[src/pkg/ccbi_defines.vh]
// Constants for the codec control byte interpreter
`ifndef CCBI_DEFINES_VH
`define CCBI_DEFINES_VH
// Control byte fields
`define CCBI_CB_ADDR 7
`define CCBI_CB_RW 6
`define CCBI_CB_PWR 5
`define CCBI_CB_CONF 4
`define CCBI_CB_B3 3
`define CCBI_CB_B2 2
// Length codes
`define CCBI_LEN_NONE 2'h0
`define CCBI_LEN_UNUSED 2'h1
`define CCBI_LEN_TWO 2'h2
`define CCBI_LEN_ONE 2'h3
// Reset values
`define CCBI_CFG1_RST 8'h00
`define CCBI_CFG2_RST 8'hFF
// First configuration register fields
`define CCBI_C1_BOFF 7
`define CCBI_C1_ZON 6
`define CCBI_C1_XON 5
`define CCBI_C1_RON 4
`define CCBI_C1_GON 3
// Second configuration register fields
`define CCBI_C2_DIR_HI 7
`define CCBI_C2_DIR_LO 4
`define CCBI_C2_EXP 3
`define CCBI_C2_SINGLE 2
`define CCBI_C2_MULAW 1
`define CCBI_C2_FIXB 0
// Coefficient write codes (address bit clear)
`define CCBI_CW_B1 8'h03
`define CCBI_CW_B2 8'h0B
`define CCBI_CW_BD 8'h18
`define CCBI_CW_Z 8'h13
`define CCBI_CW_X 8'h23
`define CCBI_CW_R 8'h2B
`define CCBI_CW_G 8'h30
// Coefficient read codes
`define CCBI_CR_B1 8'h43
`define CCBI_CR_B2 8'h4B
`define CCBI_CR_BD 8'h58
`define CCBI_CR_Z 8'h53
`define CCBI_CR_X 8'h63
`define CCBI_CR_R 8'h6B
`define CCBI_CR_G 8'h70
// Status read code
`define CCBI_STATUS_READ 8'h66
// Coefficient block lengths in bytes
`define CCBI_LEN_8 4'h8
`define CCBI_LEN_4 4'h4
`endif

[src/core/ccbi_sync3.v]
// Three-stage input synchroniser with agreement filter
`timescale 1ns/1ps
`default_nettype none
module ccbi_sync3 #(
    parameter W = 1
) (
    input wire clk, // System clock
    input wire rst_n, // Async reset, active low
    input wire [W-1:0] d, // Asynchronous input
    output reg [W-1:0] q // Filtered level
);
    reg [W-1:0] s1_reg;
    reg [W-1:0] s2_reg;
    reg [W-1:0] s3_reg;
    // A change counts only once stages two and three agree
    always @(posedge clk or negedge rst_n)
    begin
        if (!rst_n)
        begin
            s1_reg <= {W{1'b0}};
            s2_reg <= {W{1'b0}};
            s3_reg <= {W{1'b0}};
            q <= {W{1'b0}};
        end
        else
        begin
            s1_reg <= d;
            s2_reg <= s1_reg;
            s3_reg <= s2_reg;
            q <= (s2_reg == s3_reg) ? s3_reg : q;
        end
    end
endmodule // ccbi_sync3
`default_nettype wire

[src/core/ccbi_top.v]
// Codec control byte interpreter: command decode, config and coefficient RAM
`timescale 1ns/1ps
`default_nettype none
//
// Function
// - Bits 3 and 2 classify a byte as idle, status or coefficient.
// - Bit 7 addresses one of two codecs; single codec expects zero.
// - Status read/write bit: one reads configuration, zero writes it.
// - Power bit one means operating, zero means standby.
// - Conference bit one sums received channel A and B voice bytes.
// - Length 00 none, 11 one byte to cfg1, 10 cfg2 then cfg1.
// - Cfg1 bit 7 one disables the balance filter.
// - Cfg1 bits 6..3 enable impedance, transmit, receive, gain filters.
// - Cfg1 low bits select test mode; 100 and 101 unused.
// - Cfg2 bits 7..4 make pins D, C, B, A inputs when one.
// - Cfg2 bit 3 marks signaling expansion logic attached.
// - Cfg2 bit 2 one single codec; zero forces pin A input.
// - Cfg2 bit 1 selects mu-law when one, A-law when zero.
// - Cfg2 bit 0 selects fixed balance coefficients when one.
// - Reset clears cfg1 and sets every cfg2 bit.
// - Status read returns cfg2 then cfg1.
// - Coefficient write codes 03,0B,18,13,23,2B,30; bit 7 for second codec.
// - Coefficient read codes 43,4B,58,53,63,6B,70 in the same order.
// - A coefficient read ends with cfg2 then cfg1.
// - Status read is requested with byte 66.
// - Signaling byte: fixed bits 7..5, pins D..A 4..1, expansion bit 0.
// - Three fixed inputs, three fixed outputs, four programmable pins.
// - With two codecs pin A level names the addressed codec.
//
`include "ccbi_defines.vh"
module ccbi_top #(
    parameter RAM_DEPTH = 64
) (
    input wire CLK_SYS, // System clock, 20 MHz
    input wire RSTN, // Async reset, active low
    input wire [7:0] RX_BYTE, // Byte from controller port
    input wire RX_VALID, // One-cycle strobe with RX_BYTE
    input wire [7:0] SIG_RX_BYTE, // Receive signaling byte
    input wire SIG_RX_VALID, // Strobe with SIG_RX_BYTE
    input wire [2:0] SIG_IN_PINS, // Fixed transmit signaling inputs 1..3
    input wire [3:0] SIG_PIN_IN, // Pins D,C,B,A levels
    input wire [7:0] VOICE_A, // Received voice byte channel A
    input wire [7:0] VOICE_B, // Received voice byte channel B
    output reg [7:0] TX_BYTE, // Byte returned to controller port
    output reg TX_VALID, // One-cycle strobe with TX_BYTE
    output reg [7:0] SIG_TX_BYTE, // Transmit signaling byte
    output reg [2:0] SIG_OUT_PINS, // Fixed receive signaling outputs 1..3
    output reg [3:0] SIG_PIN_OUT, // Pins D,C,B,A drive value
    output reg [3:0] SIG_PIN_OE, // Pins D,C,B,A output enable
    output reg SIG_EXP_OUT, // Expansion bit to expansion logic
    output reg [7:0] VOICE_SUM, // Voice sum or channel A
    output reg POWER_UP, // Operating when high
    output reg [7:0] FILTER_AND_TEST_CONFIG, // First config register
    output reg [7:0] SIGNALING_AND_LAW_CONFIG, // Second config register
    output reg [2:0] TEST_MODE, // Effective test mode
    output reg MU_LAW, // Mu-law companding selected
    output reg FIXED_BALANCE // Fixed balance coefficients
);
    localparam AW = 6;
    localparam [4:0] ST_IDLE = 5'h01;
    localparam [4:0] ST_CFG = 5'h02;
    localparam [4:0] ST_CWR = 5'h04;
    localparam [4:0] ST_CRD = 5'h08;
    localparam [4:0] ST_TAIL = 5'h10;

    reg [4:0] state_reg;
    reg [1:0] cfg_cnt_reg;
    reg [3:0] cnt_reg;
    reg [AW-1:0] ptr_reg;
    reg conf_reg;
    reg [7:0] cfg1_reg;
    reg [7:0] cfg2_reg;
    reg [7:0] ram [0:RAM_DEPTH-1];
    wire [3:0] pin_s;
    wire [2:0] sin_s;
    reg [AW-1:0] base;
    reg [3:0] blen;
    reg is_wr;
    reg is_rd;
    wire for_me;
    wire [7:0] low7;

    ccbi_sync3 #(.W(4)) u_pin_sync (
        .clk(CLK_SYS),
        .rst_n(RSTN),
        .d(SIG_PIN_IN),
        .q(pin_s)
    );
    ccbi_sync3 #(.W(3)) u_sin_sync (
        .clk(CLK_SYS),
        .rst_n(RSTN),
        .d(SIG_IN_PINS),
        .q(sin_s)
    );

    // ------------------------------------------------------------
    // Command decode
    // ------------------------------------------------------------
    // Address bit masked so both codec positions share one code table
    assign low7 = {1'b0, RX_BYTE[6:0]};
    assign for_me = cfg2_reg[`CCBI_C2_SINGLE] ? ~RX_BYTE[`CCBI_CB_ADDR]
        : (RX_BYTE[`CCBI_CB_ADDR] == pin_s[0]);

    always @*
    begin
        base = 6'h00;
        blen = 4'h0;
        is_wr = 1'b0;
        is_rd = 1'b0;
        if (low7 == `CCBI_CW_B1 || low7 == `CCBI_CR_B1)
        begin
            base = 6'h00;
            blen = `CCBI_LEN_8;
        end
        else if (low7 == `CCBI_CW_B2 || low7 == `CCBI_CR_B2)
        begin
            base = 6'h08;
            blen = `CCBI_LEN_8;
        end
        else if (low7 == `CCBI_CW_BD || low7 == `CCBI_CR_BD)
        begin
            base = 6'h10;
            blen = `CCBI_LEN_4;
        end
        else if (low7 == `CCBI_CW_Z || low7 == `CCBI_CR_Z)
        begin
            base = 6'h18;
            blen = `CCBI_LEN_8;
        end
        else if (low7 == `CCBI_CW_X || low7 == `CCBI_CR_X)
        begin
            base = 6'h20;
            blen = `CCBI_LEN_8;
        end
        else if (low7 == `CCBI_CW_R || low7 == `CCBI_CR_R)
        begin
            base = 6'h28;
            blen = `CCBI_LEN_8;
        end
        else if (low7 == `CCBI_CW_G || low7 == `CCBI_CR_G)
        begin
            base = 6'h30;
            blen = `CCBI_LEN_4;
        end
        if (blen != 4'h0)
        begin
            is_rd = RX_BYTE[`CCBI_CB_RW];
            is_wr = ~RX_BYTE[`CCBI_CB_RW];
        end
    end

    // ------------------------------------------------------------
    // Command sequencer
    // ------------------------------------------------------------
    always @(posedge CLK_SYS or negedge RSTN)
    begin
        if (!RSTN)
        begin
            state_reg <= ST_IDLE;
            cfg_cnt_reg <= 2'h0;
            cnt_reg <= 4'h0;
            ptr_reg <= {AW{1'b0}};
            conf_reg <= 1'b0;
            POWER_UP <= 1'b0;
            cfg1_reg <= `CCBI_CFG1_RST;
            cfg2_reg <= `CCBI_CFG2_RST;
            TX_BYTE <= 8'h00;
            TX_VALID <= 1'b0;
        end
        else
        begin
            TX_VALID <= 1'b0;
            case (state_reg)
                ST_IDLE:
                begin
                    // class by bits 3 and 2
                    if (RX_VALID && for_me && RX_BYTE[`CCBI_CB_B2]
                        && !RX_BYTE[`CCBI_CB_B3])
                    begin
                        POWER_UP <= RX_BYTE[`CCBI_CB_PWR];
                        conf_reg <= RX_BYTE[`CCBI_CB_CONF];
                        if (RX_BYTE[`CCBI_CB_RW])
                        begin
                            TX_BYTE <= cfg2_reg;
                            TX_VALID <= 1'b1;
                            state_reg <= ST_TAIL;
                        end
                        else if (RX_BYTE[1:0] == `CCBI_LEN_ONE)
                        begin
                            cfg_cnt_reg <= 2'h1;
                            state_reg <= ST_CFG;
                        end
                        else if (RX_BYTE[1:0] == `CCBI_LEN_TWO)
                        begin
                            cfg_cnt_reg <= 2'h2;
                            state_reg <= ST_CFG;
                        end
                    end
                    else if (RX_VALID && for_me && !RX_BYTE[`CCBI_CB_B2])
                    begin
                        ptr_reg <= base;
                        cnt_reg <= blen;
                        if (is_wr)
                            state_reg <= ST_CWR;
                        else if (is_rd)
                        begin
                            TX_BYTE <= ram[base];
                            TX_VALID <= 1'b1;
                            ptr_reg <= base + 6'h01;
                            cnt_reg <= blen - 4'h1;
                            state_reg <= ST_CRD;
                        end
                    end
                end
                ST_CFG:
                begin
                    if (RX_VALID)
                    begin
                        // second register first when two bytes
                        if (cfg_cnt_reg == 2'h2)
                            cfg2_reg <= RX_BYTE;
                        else
                            cfg1_reg <= RX_BYTE;
                        cfg_cnt_reg <= cfg_cnt_reg - 2'h1;
                        if (cfg_cnt_reg == 2'h1)
                            state_reg <= ST_IDLE;
                    end
                end
                ST_CWR:
                begin
                    if (RX_VALID)
                    begin
                        ptr_reg <= ptr_reg + 6'h01;
                        cnt_reg <= cnt_reg - 4'h1;
                        if (cnt_reg == 4'h1)
                            state_reg <= ST_IDLE;
                    end
                end
                ST_CRD:
                begin
                    // One returned byte per cycle; the port paces itself on TX_VALID
                    if (cnt_reg == 4'h0)
                    begin
                        TX_BYTE <= cfg2_reg;
                        TX_VALID <= 1'b1;
                        state_reg <= ST_TAIL;
                    end
                    else
                    begin
                        TX_BYTE <= ram[ptr_reg];
                        TX_VALID <= 1'b1;
                        ptr_reg <= ptr_reg + 6'h01;
                        cnt_reg <= cnt_reg - 4'h1;
                    end
                end
                ST_TAIL:
                begin
                    TX_BYTE <= cfg1_reg;
                    TX_VALID <= 1'b1;
                    state_reg <= ST_IDLE;
                end
                default:
                    state_reg <= ST_IDLE;
            endcase
        end
    end

    // ------------------------------------------------------------
    // Coefficient RAM
    // ------------------------------------------------------------
    // No reset: the RAM holds whatever the controller last loaded
    always @(posedge CLK_SYS)
    begin
        if (state_reg == ST_CWR && RX_VALID)
            ram[ptr_reg] <= RX_BYTE;
    end

    // ------------------------------------------------------------
    // Configuration outputs and signaling
    // ------------------------------------------------------------
    always @(posedge CLK_SYS or negedge RSTN)
    begin
        if (!RSTN)
        begin
            FILTER_AND_TEST_CONFIG <= `CCBI_CFG1_RST;
            SIGNALING_AND_LAW_CONFIG <= `CCBI_CFG2_RST;
            TEST_MODE <= 3'h0;
            MU_LAW <= 1'b1;
            FIXED_BALANCE <= 1'b1;
            SIG_PIN_OE <= 4'h0;
            SIG_PIN_OUT <= 4'h0;
            SIG_OUT_PINS <= 3'h0;
            SIG_EXP_OUT <= 1'b0;
            SIG_TX_BYTE <= 8'h00;
            VOICE_SUM <= 8'h00;
        end
        else
        begin
            FILTER_AND_TEST_CONFIG <= cfg1_reg;
            SIGNALING_AND_LAW_CONFIG <= cfg2_reg;
            // unused test codes act as none
            TEST_MODE <= (cfg1_reg[2:1] == 2'h2) ? 3'h0 : cfg1_reg[2:0];
            MU_LAW <= cfg2_reg[`CCBI_C2_MULAW];
            FIXED_BALANCE <= cfg2_reg[`CCBI_C2_FIXB];
            // pin direction, pin A forced input when cfg2 bit 2 is zero
            SIG_PIN_OE <= ~cfg2_reg[`CCBI_C2_DIR_HI:`CCBI_C2_DIR_LO]
                & {3'h7, cfg2_reg[`CCBI_C2_SINGLE]};
            if (SIG_RX_VALID)
            begin
                SIG_OUT_PINS <= SIG_RX_BYTE[7:5];
                SIG_PIN_OUT <= SIG_RX_BYTE[4:1];
                // expansion bit only with expansion logic
                SIG_EXP_OUT <= SIG_RX_BYTE[0] & cfg2_reg[`CCBI_C2_EXP];
            end
            // transmit byte; output pins read back as zero
            SIG_TX_BYTE <= {sin_s, pin_s & ~SIG_PIN_OE, 1'b0};
            VOICE_SUM <= conf_reg ? (VOICE_A + VOICE_B) : VOICE_A;
        end
    end
endmodule // ccbi_top
`default_nettype wire

[config.mk]
export PLATFORM = sky130hd
export DESIGN_NAME = ccbi_top
export DESIGN_NICKNAME = d
export VERILOG_FILES = /design/src/core/ccbi_sync3.v /design/src/core/ccbi_top.v
export VERILOG_INCLUDE_DIRS = /design/src /design/src/pkg
export SDC_FILE = /design/constraint.sdc
export NUM_CORES = 1
export LEC_CHECK = 0
export ABC_CLOCK_PERIOD_IN_PS = 2400
export BUFFER_PORTS_ARGS = -buffer_cell sky130_fd_sc_hd__clkbuf_2
export CAP_MARGIN = 15
export CORE_MARGIN = 2
export CORE_UTILIZATION = 55
export CTS_CLUSTER_DIAMETER = 50
export DETAILED_ROUTE_END_ITERATION = 7
export PLACE_DENSITY = 0.78
export RECOVER_POWER = 25
export SETUP_SLACK_MARGIN = 0.2
export SLEW_MARGIN = 40
export SYNTH_ARGS = -nofsm -noshare
export SYNTH_HDL_FRONTEND = slang
export SYNTH_SLANG_ARGS = --single-unit
[constraint.sdc]
create_clock -name CLK_SYS -period 2.4 [get_ports CLK_SYS]
set_input_delay 0.48 -clock CLK_SYS [delete_from_list [all_inputs] [get_ports CLK_SYS]]
set_output_delay 0.48 -clock CLK_SYS [all_outputs]
set_load 0.02 [all_outputs]
==> impl_metrics.env <==
export IMPL_cp_cell_sequence="clkbuf_1 -> clkbuf_1 -> buf_4"
export IMPL_r2r_slack_ps=-230
export IMPL_vdd_ir_drop_max_uv=841
export IMPL_hold_start="VOICE_A[7]"
export IMPL_hp_class="primary input to flip-flop"
export IMPL_rsz0062_at_grt="true"
export IMPL_clock_fmax_mhz=380
export IMPL_rows=79
export IMPL_ios=102
export IMPL_htreeDepth=3
export IMPL_avgSynthCellArea_um2=15.7
export IMPL_crit_cells=3
export IMPL_slew_headroom=-0.223
export IMPL_finalSetupViolations=41
export IMPL_yosysSeqAreaShare=0.710
export IMPL_cp_max_fo=33
export IMPL_placed_cell_area_um2=29900
export IMPL_first_iter_violations=3061
export IMPL_synth_xor_area_share=0.00542
export IMPL_violations="max-capacitance violations, max-slew violations, negative setup slack"
export IMPL_pre_cts_ws_ps=-410
export IMPL_overflow=0
export IMPL_power_mw=29.4
export IMPL_cts_tree="done"
export IMPL_grtUsageTotal=0.352
export IMPL_postSynthCellCount=1649
export IMPL_via_per_inst=6.69
export IMPL_synth_seq_cells=630
export IMPL_cts_inserted_buffers=68
export IMPL_largest_register="ram"
export IMPL_cpMostUsedCell="clkbuf_1"
export IMPL_yosys_area_top_type="edfxtp_1"
export IMPL_status="finished with violations"
export IMPL_drt_total_wl_mm=87.6
export IMPL_synth_simple_area_share=0.0593
export IMPL_final_hold_viol_count=0
export IMPL_post_route_util=0.738
export IMPL_setup_ws_ps=-235
export IMPL_rr_endpoint="TX_BYTE[6]"
export IMPL_min_period_ps=2630
export IMPL_firstDrtPassIters=8
export IMPL_cp_required_ps=2750
export IMPL_critPathSlowestCell="clkbuf_1"
export IMPL_root_buffer="clkbuf_16"
export IMPL_synth_edf_count=512
export IMPL_tightest_slew_ps=1830
export IMPL_final_area_um2=34300
export IMPL_synth_top_area_frac=0.595
export IMPL_power_density_nw_per_um2=858
export IMPL_initial_core_util=0.556
export IMPL_grt_pass1_wl_mm=121
export IMPL_hold_path_cell_count=2
export IMPL_synth_nets=1706
export IMPL_crit_family="buffers and inverters"
export IMPL_grt_max_degree=68
export IMPL_fin_crit_sh=1.10
export IMPL_syn_area_um2=25800
export IMPL_reg2reg_depth=11
export IMPL_layout_nets=2200
export IMPL_ys_warn_count=0
export IMPL_layout_cells_non_filler=2802
export IMPL_r2r_start="ptr_reg[1]"
export IMPL_ys_top_cells_by_area="edfxtp_1 (59%), dfrtp_1 (9.8%), mux2_2 (3.7%)"
export IMPL_route_detailed_drc=0
export IMPL_drtAntennaViolNets=0
export IMPL_synth_adder_area_share=0.00707
export IMPL_cts_clk_slew_worst_paths_ps=60
export IMPL_yosysUniqueCellTypes=88
export IMPL_ys_async_sr_fraction=0.187
export IMPL_dp_cells=2601
export IMPL_slowest_delay_ps=1380
export IMPL_gp_congestion=1.03
export IMPL_synth_mux_area_frac=0.0936
export IMPL_hold_end="VOICE_SUM[7]"
export IMPL_maxCapViolations=3
export IMPL_dp_hpwl_mm=57.6
export IMPL_fin_tns_setup_ps=-8660
export IMPL_synth_top_family_by_area="compound AO/OA/AOI/OAI gates"
export IMPL_dieHeight_um=221
export IMPL_synthFlopType="edfxtp_1"
export IMPL_fin_skew_ps=30.2
export IMPL_critical_path_class="primary input to flip-flop"
export IMPL_holdWs_ps=99.1
export IMPL_core_area_um2=46500
export IMPL_port_buffers=100
export IMPL_critPathBufInv=3
export IMPL_clk_path_buf_depth=3
export IMPL_drive_gt1_frac=0.438
export IMPL_num_vias=18700
export IMPL_largest_reg_flops=512
export IMPL_cp_end_kind="flip-flop"
export IMPL_clk_latency_ps=600
export IMPL_synth_compound_area_frac=0.101
export IMPL_crit_arrival_ps=2980
export IMPL_grt_pass1_vias=18200
export IMPL_antenna_found_initial=1
export IMPL_wire_per_inst_um=31.2
export IMPL_areaGrowthSynthToFinish_pct=32.6
export IMPL_clock_sinks=630
export IMPL_slew_viol_final=89
export IMPL_die_w_um=221
export IMPL_p_leak_nw=12.5
export IMPL_fp_dieArea_um2=48700
export IMPL_startpoint_type="primary input"
## placed cells by master (no fill, tap or decap), types with 14 or more instances in the layout
cell / n
clkbuf_1: 29
buf_12: 52
o21ai_1: 16
edfxtp_1: 512
nand3_1: 15
a22oi_1: 39
buf_8: 18
nor2_2: 28
buf_6: 59
clkbuf_16: 72
clkbuf_2: 96
mux2_2: 83
buf_4: 263
mux2i_1: 55
a22oi_2: 15
nor2b_1: 14
nor2_1: 70
a21oi_1: 37
o21ai_0: 32
mux4_2: 33
a221oi_2: 28
a221oi_1: 33
inv_1: 15
nor2_4: 30
o22ai_1: 22
nand2_1: 69
dfrtp_1: 95
## cell type report
type / instances / area [um2]
sequential: 630 / 18400
fill: 2655 / 12200
multi-input combinational: 903 / 8190
timing repair buffer: 522 / 4710
clock buffer: 84 / 1850
tap: 607 / 759
clock inverter: 37 / 323
inverter: 18 / 75.1
antenna: 1 / 2.50
## timing repair
action,in CTS,in global routing
pin swaps,41,54
buffers inserted,29,38
cloned,2,2
hold buffers,8,0
setup endpoints to repair,460,404
resized for setup,214,135
hold endpoints to repair,38,0
## worst max-delay path by stage
stage	to	from	slack [ps]
after CTS	TX_BYTE[4]	ptr_reg[1]	-140
after floorplan	ram[43][0]	ptr_reg[0]	180
after detailed placement	TX_BYTE[7]	RX_BYTE[4]	-410
after global routing	TX_BYTE[2]	ptr_reg[2]	-270
final	ram[40][7]	RX_BYTE[7]	-230
after global placement	TX_BYTE[1]	ptr_reg[1]	-370
## cells by family after synthesis
family                   Yosys count
adder cells (fa/ha/maj)           14
multiplexers                     186
buffers and inverters            116
XOR/XNOR                          16
AND/OR/NAND/NOR                  326
flip-flops                       630
other                              1
AO/OA/AOI/OAI                    360
## Yosys cell counts, drive strengths merged, types with 4 or more instances
library cell and count:
nand2 87, ha 13, xor2 10, mux2 95, edfxtp 512, and3 5, a21oi 53, nor2b 20
o211ai 5, mux4 33, a22o 6, nor3b 8, o31ai 6, a31oi 15, mux2i 58, buf 65
o21ai 55, nand3 17, inv 17, and3b 6, clkbuf 33, a221oi 65, nand2b 6, o221ai 6
dfstp 17, a41oi 4, a221o 11, xnor2 6, o22ai 24, a21o 5, a22oi 54, nand4 5
dfrtp 101, and2 6, nor2 128, o22a 12, or3 6, a211oi 7, nor3 20
## where the power goes
group,internal [mW],switching [mW]
Clock,5.86,4.38
Sequential,12.3,0.375
Combinational,2.73,3.81
## metal layers
layer / GRT usage / vias up / wire, um
li1: - / 7509 / -
met1: 0.467 / 9313 / 31600
met2: 0.553 / 1591 / 40400
met3: 0.0744 / 331 / 10500
met4: 0.177 / 0 / 5050
met5: 0 / - / 0
Power figures use the tool's default switching activity.
